$ cat config.mk
export PLATFORM = sky130hd
export DESIGN_NAME = port_function_select_mux
export DESIGN_NICKNAME = d
export VERILOG_FILES = /design/src/rtl/port_mux_pkg.sv /design/src/rtl/pin_route_cell.sv /design/src/rtl/port_function_select_mux.sv
export SDC_FILE = /design/constraint.sdc
export NUM_CORES = 1
export LEC_CHECK = 0
export ABC_AREA = 1
export BUFFER_PORTS_ARGS = -buffer_cell sky130_fd_sc_hd__buf_2
export CAP_MARGIN = 40
export CORE_MARGIN = 10
export CORE_UTILIZATION = 42
export CTS_CLUSTER_SIZE = 28
export DETAILED_ROUTE_END_ITERATION = 6
export HOLD_SLACK_MARGIN = 0.05
export PLACE_DENSITY = 0.75
export REMOVE_ABC_BUFFERS = 1
export SLEW_MARGIN = 25
export SYNTH_ARGS = -nofsm -noshare
export SYNTH_HDL_FRONTEND = slang
export SYNTH_SLANG_ARGS = --single-unit
$ cat constraint.sdc
create_clock -name clk -period 1.1 [get_ports clk]
set_input_delay 0.22 -clock clk [delete_from_list [all_inputs] [get_ports clk]]
set_output_delay 0.22 -clock clk [all_outputs]
set_load 0.01 [all_outputs]
$ cat src/rtl/port_mux_pkg.sv
// register map, select codes and carrier types of the port function mux
package port_mux_pkg;

  localparam int NUM_PINS = 12;
  localparam int SEL_W = 2;
  localparam int REG_W = 8;
  localparam int NUM_SRC = 4;

  // register indices; the byte address is four times the index
  localparam logic [31:0] IDX_PORT1_HIGH = 32'h0000_52a3;
  localparam logic [31:0] IDX_PORT2_LOW = 32'h0000_52a4;
  localparam logic [31:0] IDX_PORT2_HIGH = 32'h0000_52a5;
  localparam logic [31:0] ADDR_PORT1_HIGH = {IDX_PORT1_HIGH[29:0], 2'b00};
  localparam logic [31:0] ADDR_PORT2_LOW = {IDX_PORT2_LOW[29:0], 2'b00};
  localparam logic [31:0] ADDR_PORT2_HIGH = {IDX_PORT2_HIGH[29:0], 2'b00};
  localparam logic [7:0] RST_SELECT = 8'h00;

  // select codes
  localparam logic [1:0] CODE_PORT = 2'h0;
  localparam logic [1:0] CODE_FN1 = 2'h1;
  localparam logic [1:0] CODE_FN2 = 2'h2;
  localparam logic [1:0] CODE_FN3 = 2'h3;

  // pin slots: fields sit in pin order inside {high2, low2, high1}
  localparam int PIN_PORT1_4 = 0;
  localparam int PIN_PORT1_5 = 1;
  localparam int PIN_PORT1_6 = 2;
  localparam int PIN_PORT1_7 = 3;
  localparam int PIN_PORT2_0 = 4;
  localparam int PIN_PORT2_1 = 5;
  localparam int PIN_PORT2_2 = 6;
  localparam int PIN_PORT2_3 = 7;
  localparam int PIN_PORT2_4 = 8;
  localparam int PIN_PORT2_5 = 9;
  localparam int PIN_PORT2_6 = 10;
  localparam int PIN_PORT2_7 = 11;

  // one bit per legal code, slot 0 at the right
  localparam logic [NUM_PINS-1:0][3:0] VALID_CODES = {
    {4{4'b0011}}, {2{4'b0111}}, {2{4'b1111}}, {4{4'b0111}}
  };

  typedef struct packed {
    logic out;
    logic oe;
  } drive_s;

  typedef struct packed {
    drive_s displayClock;
    drive_s displayTrigger;
    drive_s slaveBusFreeN;
    drive_s twowireMasterClock;
    drive_s twowireMasterData;
    drive_s twowireSlaveClock;
    drive_s twowireSlaveData;
    drive_s serial0Tx;
    drive_s serial0Rx;
    drive_s serial0ExtClock;
    drive_s freqcnt0Input;
    drive_s freqcnt0Reference;
    drive_s freqcnt0SensorA;
    drive_s freqcnt0SensorB;
    drive_s freqcnt1Input;
    drive_s freqcnt1Reference;
    drive_s freqcnt1SensorA;
    drive_s freqcnt1SensorB;
    drive_s buzzerOut;
    drive_s buzzerOutInverted;
  } periph_drive_s;

  typedef struct packed {
    logic displayClock;
    logic displayTrigger;
    logic slaveBusFreeN;
    logic twowireMasterClock;
    logic twowireMasterData;
    logic twowireSlaveClock;
    logic twowireSlaveData;
    logic serial0Tx;
    logic serial0Rx;
    logic serial0ExtClock;
    logic freqcnt0Input;
    logic freqcnt0Reference;
    logic freqcnt0SensorA;
    logic freqcnt0SensorB;
    logic freqcnt1Input;
    logic freqcnt1Reference;
    logic freqcnt1SensorA;
    logic freqcnt1SensorB;
    logic buzzerOut;
    logic buzzerOutInverted;
  } periph_in_s;

endpackage : port_mux_pkg

$ cat src/rtl/pin_route_cell.sv
// one pin: input synchroniser and registered output select
module pin_route_cell #(
  parameter logic [3:0] VALID = 4'b0001
) (
  // clock and reset
  input wire logic clk,
  input wire logic reset,
  // selection and sources, slot 0 is the port
  input wire logic [1:0] sel,
  input wire logic [3:0] srcOut,
  input wire logic [3:0] srcOe,
  output logic [1:0] actSel,
  // pin side
  input wire logic pinIn,
  output logic pinOut,
  output logic pinOe,
  output logic pinSync
);

  typedef struct packed {
    logic meta;
    logic sync;
    logic out;
    logic oe;
  } cell_state_s;

  cell_state_s s;
  cell_state_s next_s;

  // reserved code falls back to the port
  assign actSel = VALID[sel] ? sel : port_mux_pkg::CODE_PORT;

  always_comb begin
    next_s = s;
    next_s.meta = pinIn;
    next_s.sync = s.meta;
    next_s.out = srcOut[actSel];
    next_s.oe = srcOe[actSel];
  end

  always_ff @(posedge clk) begin
    if (reset) begin
      s <= '0;
    end else begin
      s <= next_s;
    end
  end

  assign pinOut = s.out;
  assign pinOe = s.oe;
  assign pinSync = s.sync;

endmodule : pin_route_cell

$ cat src/rtl/port_function_select_mux.sv
// pin function multiplexer for twelve port pins with apb select registers

// Overview of operation
// - pin 17: display clock, bus-free, port
// - pin 16: master clock, serial tx, port
// - pin 15: master data, serial rx, port
// - pin 14: display trigger, serial clock, port
// - pin 23: counter0 input, master clock, port
// - pin 22: counter0 reference, master data, port
// - pin 21: inverted buzzer, sensor A, slave clock
// - pin 20: buzzer, sensor B, slave data
// - pin 27: counter1 sensor B or port
// - pin 26: counter1 sensor A or port
// - pin 25: counter1 reference or port
// - pin 24: counter1 input or port
// - three 8-bit registers, all fields reset zero
module port_function_select_mux (
  // clock and reset
  input wire logic clk,
  input wire logic reset,
  // apb slave
  input wire logic psel,
  input wire logic penable,
  input wire logic pwrite,
  input wire logic [31:0] paddr,
  input wire logic [31:0] pwdata,
  input wire logic [3:0] pstrb,
  output logic [31:0] prdata,
  output logic pready,
  output logic pslverr,
  // general port side
  input wire logic [11:0] gpioOut,
  input wire logic [11:0] gpioOe,
  output logic [11:0] gpioIn,
  // peripheral side
  input wire port_mux_pkg::periph_drive_s periphDrive,
  output port_mux_pkg::periph_in_s periphIn,
  // package pins
  input wire logic [11:0] pinIn,
  output logic [11:0] pinOut,
  output logic [11:0] pinOe
);

  typedef struct packed {
    logic [7:0] port1High;
    logic [7:0] port2Low;
    logic [7:0] port2High;
    logic [31:0] prdata;
    logic pready;
    logic pslverr;
    port_mux_pkg::periph_in_s periphIn;
    logic [11:0] gpioIn;
  } top_state_s;

  top_state_s s;
  top_state_s next_s;
  port_mux_pkg::drive_s src [port_mux_pkg::NUM_PINS][port_mux_pkg::NUM_SRC];
  logic [1:0] actSel [port_mux_pkg::NUM_PINS];
  logic [11:0] pinSync;
  logic [23:0] selAll;

  assign selAll = {s.port2High, s.port2Low, s.port1High};

  // source table: slot 0 port, slot n code n
  always_comb begin
    for (int p = 0; p < port_mux_pkg::NUM_PINS; p++) begin
      for (int c = 0; c < port_mux_pkg::NUM_SRC; c++) begin
        src[p][c] = '0;
      end
      src[p][0].out = gpioOut[p];
      src[p][0].oe = gpioOe[p];
    end
    src[port_mux_pkg::PIN_PORT1_7][2] = periphDrive.displayClock;
    src[port_mux_pkg::PIN_PORT1_7][1] = periphDrive.slaveBusFreeN;
    src[port_mux_pkg::PIN_PORT1_6][2] =
      periphDrive.twowireMasterClock;
    src[port_mux_pkg::PIN_PORT1_6][1] = periphDrive.serial0Tx;
    src[port_mux_pkg::PIN_PORT1_5][2] =
      periphDrive.twowireMasterData;
    src[port_mux_pkg::PIN_PORT1_5][1] = periphDrive.serial0Rx;
    src[port_mux_pkg::PIN_PORT1_4][2] =
      periphDrive.displayTrigger;
    src[port_mux_pkg::PIN_PORT1_4][1] =
      periphDrive.serial0ExtClock;
    src[port_mux_pkg::PIN_PORT2_3][2] = periphDrive.freqcnt0Input;
    src[port_mux_pkg::PIN_PORT2_3][1] =
      periphDrive.twowireMasterClock;
    src[port_mux_pkg::PIN_PORT2_2][2] =
      periphDrive.freqcnt0Reference;
    src[port_mux_pkg::PIN_PORT2_2][1] =
      periphDrive.twowireMasterData;
    src[port_mux_pkg::PIN_PORT2_1][3] =
      periphDrive.buzzerOutInverted;
    src[port_mux_pkg::PIN_PORT2_1][2] =
      periphDrive.freqcnt0SensorA;
    src[port_mux_pkg::PIN_PORT2_1][1] =
      periphDrive.twowireSlaveClock;
    src[port_mux_pkg::PIN_PORT2_0][3] = periphDrive.buzzerOut;
    src[port_mux_pkg::PIN_PORT2_0][2] =
      periphDrive.freqcnt0SensorB;
    src[port_mux_pkg::PIN_PORT2_0][1] =
      periphDrive.twowireSlaveData;
    src[port_mux_pkg::PIN_PORT2_7][1] =
      periphDrive.freqcnt1SensorB;
    src[port_mux_pkg::PIN_PORT2_6][1] =
      periphDrive.freqcnt1SensorA;
    src[port_mux_pkg::PIN_PORT2_5][1] =
      periphDrive.freqcnt1Reference;
    src[port_mux_pkg::PIN_PORT2_4][1] = periphDrive.freqcnt1Input;
  end

  for (genvar i = 0; i < port_mux_pkg::NUM_PINS; i++) begin : g_pin
    pin_route_cell #(
      .VALID(port_mux_pkg::VALID_CODES[i])
    ) u_cell (
      .clk(clk),
      .reset(reset),
      .sel(selAll[2*i +: 2]),
      .srcOut({src[i][3].out, src[i][2].out, src[i][1].out, src[i][0].out}),
      .srcOe({src[i][3].oe, src[i][2].oe, src[i][1].oe, src[i][0].oe}),
      .actSel(actSel[i]),
      .pinIn(pinIn[i]),
      .pinOut(pinOut[i]),
      .pinOe(pinOe[i]),
      .pinSync(pinSync[i])
    );
  end

  function automatic logic hit(input int p, input logic [1:0] c);
    hit = pinSync[p] && (actSel[p] == c);
  endfunction : hit

  always_comb begin
    next_s = s;
    next_s.gpioIn = pinSync;
    // inputs reach only the selected peripheral
    next_s.periphIn = '0;
    next_s.periphIn.displayClock = hit(port_mux_pkg::PIN_PORT1_7, 2'h2);
    next_s.periphIn.slaveBusFreeN = hit(port_mux_pkg::PIN_PORT1_7, 2'h1);
    next_s.periphIn.twowireMasterClock =
      hit(port_mux_pkg::PIN_PORT1_6, 2'h2) ||
      hit(port_mux_pkg::PIN_PORT2_3, 2'h1);
    next_s.periphIn.serial0Tx = hit(port_mux_pkg::PIN_PORT1_6, 2'h1);
    next_s.periphIn.twowireMasterData =
      hit(port_mux_pkg::PIN_PORT1_5, 2'h2) ||
      hit(port_mux_pkg::PIN_PORT2_2, 2'h1);
    next_s.periphIn.serial0Rx =
      hit(port_mux_pkg::PIN_PORT1_5, 2'h1);
    next_s.periphIn.displayTrigger = hit(port_mux_pkg::PIN_PORT1_4, 2'h2);
    next_s.periphIn.serial0ExtClock = hit(port_mux_pkg::PIN_PORT1_4, 2'h1);
    next_s.periphIn.freqcnt0Input =
      hit(port_mux_pkg::PIN_PORT2_3, 2'h2);
    next_s.periphIn.freqcnt0Reference = hit(port_mux_pkg::PIN_PORT2_2, 2'h2);
    next_s.periphIn.buzzerOutInverted = hit(port_mux_pkg::PIN_PORT2_1, 2'h3);
    next_s.periphIn.freqcnt0SensorA = hit(port_mux_pkg::PIN_PORT2_1, 2'h2);
    next_s.periphIn.twowireSlaveClock = hit(port_mux_pkg::PIN_PORT2_1, 2'h1);
    next_s.periphIn.buzzerOut = hit(port_mux_pkg::PIN_PORT2_0, 2'h3);
    next_s.periphIn.freqcnt0SensorB = hit(port_mux_pkg::PIN_PORT2_0, 2'h2);
    next_s.periphIn.twowireSlaveData = hit(port_mux_pkg::PIN_PORT2_0, 2'h1);
    next_s.periphIn.freqcnt1SensorB =
      hit(port_mux_pkg::PIN_PORT2_7, 2'h1);
    next_s.periphIn.freqcnt1SensorA = hit(port_mux_pkg::PIN_PORT2_6, 2'h1);
    next_s.periphIn.freqcnt1Reference = hit(port_mux_pkg::PIN_PORT2_5, 2'h1);
    next_s.periphIn.freqcnt1Input =
      hit(port_mux_pkg::PIN_PORT2_4, 2'h1);
    // apb: one wait cycle, then completion
    if (psel && penable && s.pready) begin
      next_s.pready = 1'b0;
      next_s.pslverr = 1'b0;
      if (pwrite && !s.pslverr && pstrb[0]) begin
        unique case (paddr)
          port_mux_pkg::ADDR_PORT1_HIGH: next_s.port1High = pwdata[7:0];
          port_mux_pkg::ADDR_PORT2_LOW: next_s.port2Low = pwdata[7:0];
          port_mux_pkg::ADDR_PORT2_HIGH: next_s.port2High = pwdata[7:0];
          default: next_s.port1High = s.port1High;
        endcase
      end
    end else if (psel && penable) begin
      next_s.pready = 1'b1;
      next_s.pslverr = 1'b0;
      next_s.prdata = 32'h0000_0000;
      unique case (paddr)
        port_mux_pkg::ADDR_PORT1_HIGH: next_s.prdata[7:0] = s.port1High;
        port_mux_pkg::ADDR_PORT2_LOW: next_s.prdata[7:0] = s.port2Low;
        port_mux_pkg::ADDR_PORT2_HIGH: next_s.prdata[7:0] = s.port2High;
        default: next_s.pslverr = 1'b1;
      endcase
    end
  end

  always_ff @(posedge clk) begin
    if (reset) begin
      s <= '0;
      s.port1High <= port_mux_pkg::RST_SELECT;
      s.port2Low <= port_mux_pkg::RST_SELECT;
      s.port2High <= port_mux_pkg::RST_SELECT;
    end else begin
      s <= next_s;
    end
  end

  assign prdata = s.prdata;
  assign pready = s.pready;
  assign pslverr = s.pslverr;
  assign gpioIn = s.gpioIn;
  assign periphIn = s.periphIn;

  // checks
  property p_route(int p, logic [1:0] c, port_mux_pkg::drive_s d);
    @(posedge clk) disable iff (reset)
    actSel[p] == c |=> pinOut[p] == $past(d.out) && pinOe[p] == $past(d.oe);
  endproperty

  a_p17_display_clk: assert property (p_route(port_mux_pkg::PIN_PORT1_7,
    port_mux_pkg::CODE_FN2, periphDrive.displayClock))
    else $error("pin 17 not on display clock");
  a_p16_serial_tx: assert property (p_route(port_mux_pkg::PIN_PORT1_6,
    port_mux_pkg::CODE_FN1, periphDrive.serial0Tx))
    else $error("pin 16 not on serial tx");
  a_p15_serial_rx: assert property (@(posedge clk) disable iff (reset)
    actSel[port_mux_pkg::PIN_PORT1_5] == port_mux_pkg::CODE_FN1 |=>
    periphIn.serial0Rx == $past(pinSync[port_mux_pkg::PIN_PORT1_5]))
    else $error("serial rx not fed from pin 15");
  a_p14_trigger: assert property (p_route(port_mux_pkg::PIN_PORT1_4,
    port_mux_pkg::CODE_FN2, periphDrive.displayTrigger))
    else $error("pin 14 not on display trigger");
  a_p23_freq_in: assert property (@(posedge clk) disable iff (reset)
    s.port2Low[7:6] == port_mux_pkg::CODE_FN2 |=>
    periphIn.freqcnt0Input == $past(pinSync[port_mux_pkg::PIN_PORT2_3]))
    else $error("counter0 input not fed from pin 23");
  a_p22_master_data: assert property (p_route(port_mux_pkg::PIN_PORT2_2,
    port_mux_pkg::CODE_FN1, periphDrive.twowireMasterData))
    else $error("pin 22 not on master data");
  a_p21_buzzer_inv: assert property (p_route(port_mux_pkg::PIN_PORT2_1,
    port_mux_pkg::CODE_FN3, periphDrive.buzzerOutInverted))
    else $error("pin 21 not on inverted buzzer");
  a_p20_buzzer: assert property (p_route(port_mux_pkg::PIN_PORT2_0,
    port_mux_pkg::CODE_FN3, periphDrive.buzzerOut))
    else $error("pin 20 not on buzzer");
  a_p26_sensor_a: assert property (p_route(port_mux_pkg::PIN_PORT2_6,
    port_mux_pkg::CODE_FN1, periphDrive.freqcnt1SensorA))
    else $error("pin 26 not on counter1 sensor A");
  a_p25_reference: assert property (p_route(port_mux_pkg::PIN_PORT2_5,
    port_mux_pkg::CODE_FN1, periphDrive.freqcnt1Reference))
    else $error("pin 25 not on counter1 reference");
  a_reset_to_port: assert property (@(posedge clk)
    reset ##1 !reset |-> selAll == 24'h00_0000 && !pready ##1
    pinOut == $past(gpioOut) && pinOe == $past(gpioOe))
    else $error("pins not on port after reset");
  a_reserved_port: assert property (@(posedge clk) disable iff (reset)
    s.port2High[7:6] != port_mux_pkg::CODE_FN1 |=>
    pinOut[port_mux_pkg::PIN_PORT2_7] ==
    $past(gpioOut[port_mux_pkg::PIN_PORT2_7]) && !periphIn.freqcnt1SensorB)
    else $error("reserved code left pin 27 off the port");
  a_write_route: assert property (@(posedge clk) disable iff (reset)
    psel && penable && pready && pwrite && pstrb[0] &&
    paddr == port_mux_pkg::ADDR_PORT2_LOW &&
    pwdata[1:0] == port_mux_pkg::CODE_FN3 |=>
    actSel[port_mux_pkg::PIN_PORT2_0] == port_mux_pkg::CODE_FN3 ##1
    pinOut[port_mux_pkg::PIN_PORT2_0] == $past(periphDrive.buzzerOut.out))
    else $error("write did not route pin 20 to buzzer");
  a_apb_one_wait: assert property (@(posedge clk) disable iff (reset)
    psel && penable && !pready |=> pready ##1 !pready)
    else $error("apb answer not after one wait cycle");

  c_write_reg: cover property (@(posedge clk) disable iff (reset)
    psel && penable && pready && pwrite && !pslverr);
  c_unmapped: cover property (@(posedge clk) disable iff (reset)
    pready && pslverr);
  c_buzzer_pin: cover property (@(posedge clk) disable iff (reset)
    actSel[port_mux_pkg::PIN_PORT2_0] == port_mux_pkg::CODE_FN3);

endmodule : port_function_select_mux

==> flow_summary.ini <==
[finish]
final_common_cell = buf_2
area_delta_synth_final_pct = 41.3
finish.net_count = 1020
final_cell_mix = 177 x buf_2, 133 x nor2_1, 100 x dfxtp_1, 96 x inv_1, 77 x nand2_1
drive_gt1_share_pct = 35.2
final_util_pct = 60.4

[clocking]
cts_max_path_buffers = 2
cts_num_sinks = 114
cts_buffers = 17
cts_tree = done
cts_root_buffer = clkbuf_16
cts-htree-levels = 4
clk_latency_ns = 0.40
clk_pin_slew_ns = 0.05

[timing]
slew_violations = 0
hold_viol = 0
finalWorstSetupSlack_ns = -0.114
fin_tns_setup_ns = -2.12
whs_ns = 0.0561
fin_crit_sh_pct = 110
max_freq_mhz = 823
fin_crit_ns = 1.21
fin_worst_skew_ns = 0.00617
rsz0062_at_grt = yes
finalSetupViolCount = 26

[global_routing]
grt_max_degree = 28
use_met3_pct = 6.16
grtUsageMet2_pct = 28.0
grt_use_total_pct = 16.3
grt_antenna_before_repair = 2
grt_pass1_wl_um = 22000
grt_pass1_vias = 4694
grt_overflow = 0
top_usage_layer = met2
met1_usage_pct = 18.2

[setup_path]
crit_chain = inv_2, nor2_4, nand3_2, clkinv_4, nand4_4, clkinv_4, nor2_1, nor2_1
critical_path_class = reg -> reg
path_max_fanout = 8
startpoint_type = flip-flop
reg2reg_setup_slack_ns = -0.11
arrival_ns = 1.54
cpMaxStageDelayCell = dfxtp_2
critPathRequiredTime_ns = 1.43
max_stage_delay_ns = 0.33
critPathCaptureType = flip-flop
ff2ff_path_depth = 8

[status]
status = complete, but fails checks
violations = setup timing

[yosys]
synth_top_family_by_area = simple AND/OR/NAND/NOR gates
synth_compound_area_share_pct = 7.78
yosysWarnings = 0
synth.distinct_cells = 26
synthSimpleGateAreaFrac_pct = 27.7
postSynthCellCount = 659
synth_xor_area_share_pct = 0
synth_area_um2 = 4860
synth_flop_cell = dfxtp_1
synthArstFlopShare_pct = 0
synthAdderAreaFrac_pct = 0
muxShareOfSynthArea_pct = 0
synth_edf_count = 0
ys_seq_area_share_pct = 47.0
ys_ff_latch = 114
synth.avg_cell_area_um2 = 7.37

[power_and_ir_drop]
totalPowerFinal_uw = 10200
pwr-share-seq_pct = 41.7
power_leakage_uw = 0.00348
combPwrFrac_pct = 7.7
p_per_area_nw_per_um2 = 1490
switching_power_uw = 2260
p_sw_share_pct = 22.1
internal-power_uw = 7970
max-vdd-ir-drop_uv = 1060
clock_power_share_pct = 50.6

[die]
pin_count = 239
start_util_pct = 42.7
die_area_um2 = 16300
core_area_um2 = 11400
chipWidth_um = 128
rows = 39
die_y_um = 128

[routing]
postRouteAntennaNets = 0
first_pass_iters = 4
first_iter_violations = 177
routed_wirelength_um = 14000
vias = 4647
wl_per_cell_um = 13.6
via_per_inst = 4.52
drc = 0

[flow_run]
cap_violations = 0

[placement]
dp_slack_ns = -0.369
place_congestion = 0.871
port-buffer-count = 187
hpwl_um = 10500

[worst_hold_path]
min_path_cells = 3
min_path_type = in -> reg
==> cell families (layout without fill, tap and decap cells) <==
group	after synthesis	in the layout
buffers and inverters	169	368
AND/OR/NAND/NOR	305	308
AO/OA/AOI/OAI	70	70
other	1	25
flip-flops	114	114
==> power by group through the flow <==
stage	sequential (uW)	clock (uW)	combinational, uW
after floorplan	4380	0	237
after global placement	4350	0	685
after detailed placement	4350	0	693
after CTS	4260	5230	771
after global routing	4270	5460	890
final	4260	5170	791
==> layer usage <==
| layer | up-vias | share of wire (%) |
|---|---|---|
| met4 | 2 | 1.4 |
| li1 | 2414 | - |
| met1 | 2046 | 40 |
| met2 | 169 | 49 |
| met3 | 16 | 9.0 |
| met5 | - | 0.050 |
==> state kept, by name (all words and copies together), names as in the netlist <==
| register | flops |
|---|---|
| g_pin.u_cell.pinOe | 12 |
| gpioIn | 12 |
| pready | 1 |
| g_pin.u_cell.next_s | 12 |
| g_pin.u_cell.pinOut | 12 |
| prdata | 8 |
| periphIn | 20 |
| g_pin.u_cell.pinSync | 12 |
| s | 24 |
| pslverr | 1 |
==> path summary, 6_finish.rpt <==
path | to | from
setup / recovery | s[84]$_SDFFE_PP0P_ | pready$_SDFFE_PP0P_
hold / removal | g_pin[11].u_cell.pinOut$_SDFF_PP0_ | periphDrive[5]
hold reg to reg | g_pin[11].u_cell.pinSync$_SDFF_PP0_ | g_pin[11].u_cell.next_s[2]$_SDFF_PP0_
setup reg to reg | s[84]$_SDFFE_PP0P_ | pready$_SDFFE_PP0P_
==> critical path: cells and delay by family (launching register included) <==
kind                   cells  cell delay (ns)
buffers and inverters      3             0.30
DFF                        1             0.33
and+or+nand+nor            5             0.51
==> synth_stat cells (5+ instances only) <==
library cell | number | area (um^2)
a31oi_1 | 10 | 62.6
o21ai_0 | 40 | 200
nand3_1 | 45 | 225
clkbuf_1 | 10 | 37.5
nand2_1 | 79 | 297
buf_4 | 48 | 360
dfxtp_1 | 114 | 2280
nor3_1 | 19 | 95.1
inv_2 | 5 | 18.8
inv_1 | 98 | 368
a21oi_1 | 15 | 75.1
nor2_1 | 146 | 548
==> repair_timing <==
item                                    in CTS  in global routing
gates resized for setup                     42                 54
endpoints found under the setup margin      37                 58
hold buffers                                18                  0
cloned                                       3                  0
pin swaps                                   17                 13
endpoints found under the hold margin       18                  0
setup buffers                                1                  0
==> per-stage QoR <==
step | instances | cell area [um^2]
2_1_floorplan | 619 | 4510
3_3_place_gp | 973 | 5840
3_5_place_dp | 973 | 5840
4_1_cts | 1027 | 6690
5_1_grt | 1028 | 6870
6_report | 1028 | 6870
==> cell type report <==
class,instances,area (um^2)
inverters,106,418
multi-input cells,402,1990
clock buffers,20,447
well taps,143,179
flip-flops and latches,114,2300
fillers,1058,4500
diodes,1,2.50
clock inverters,12,115
repair buffers,230,1420
(Power assumes the default switching activity.)
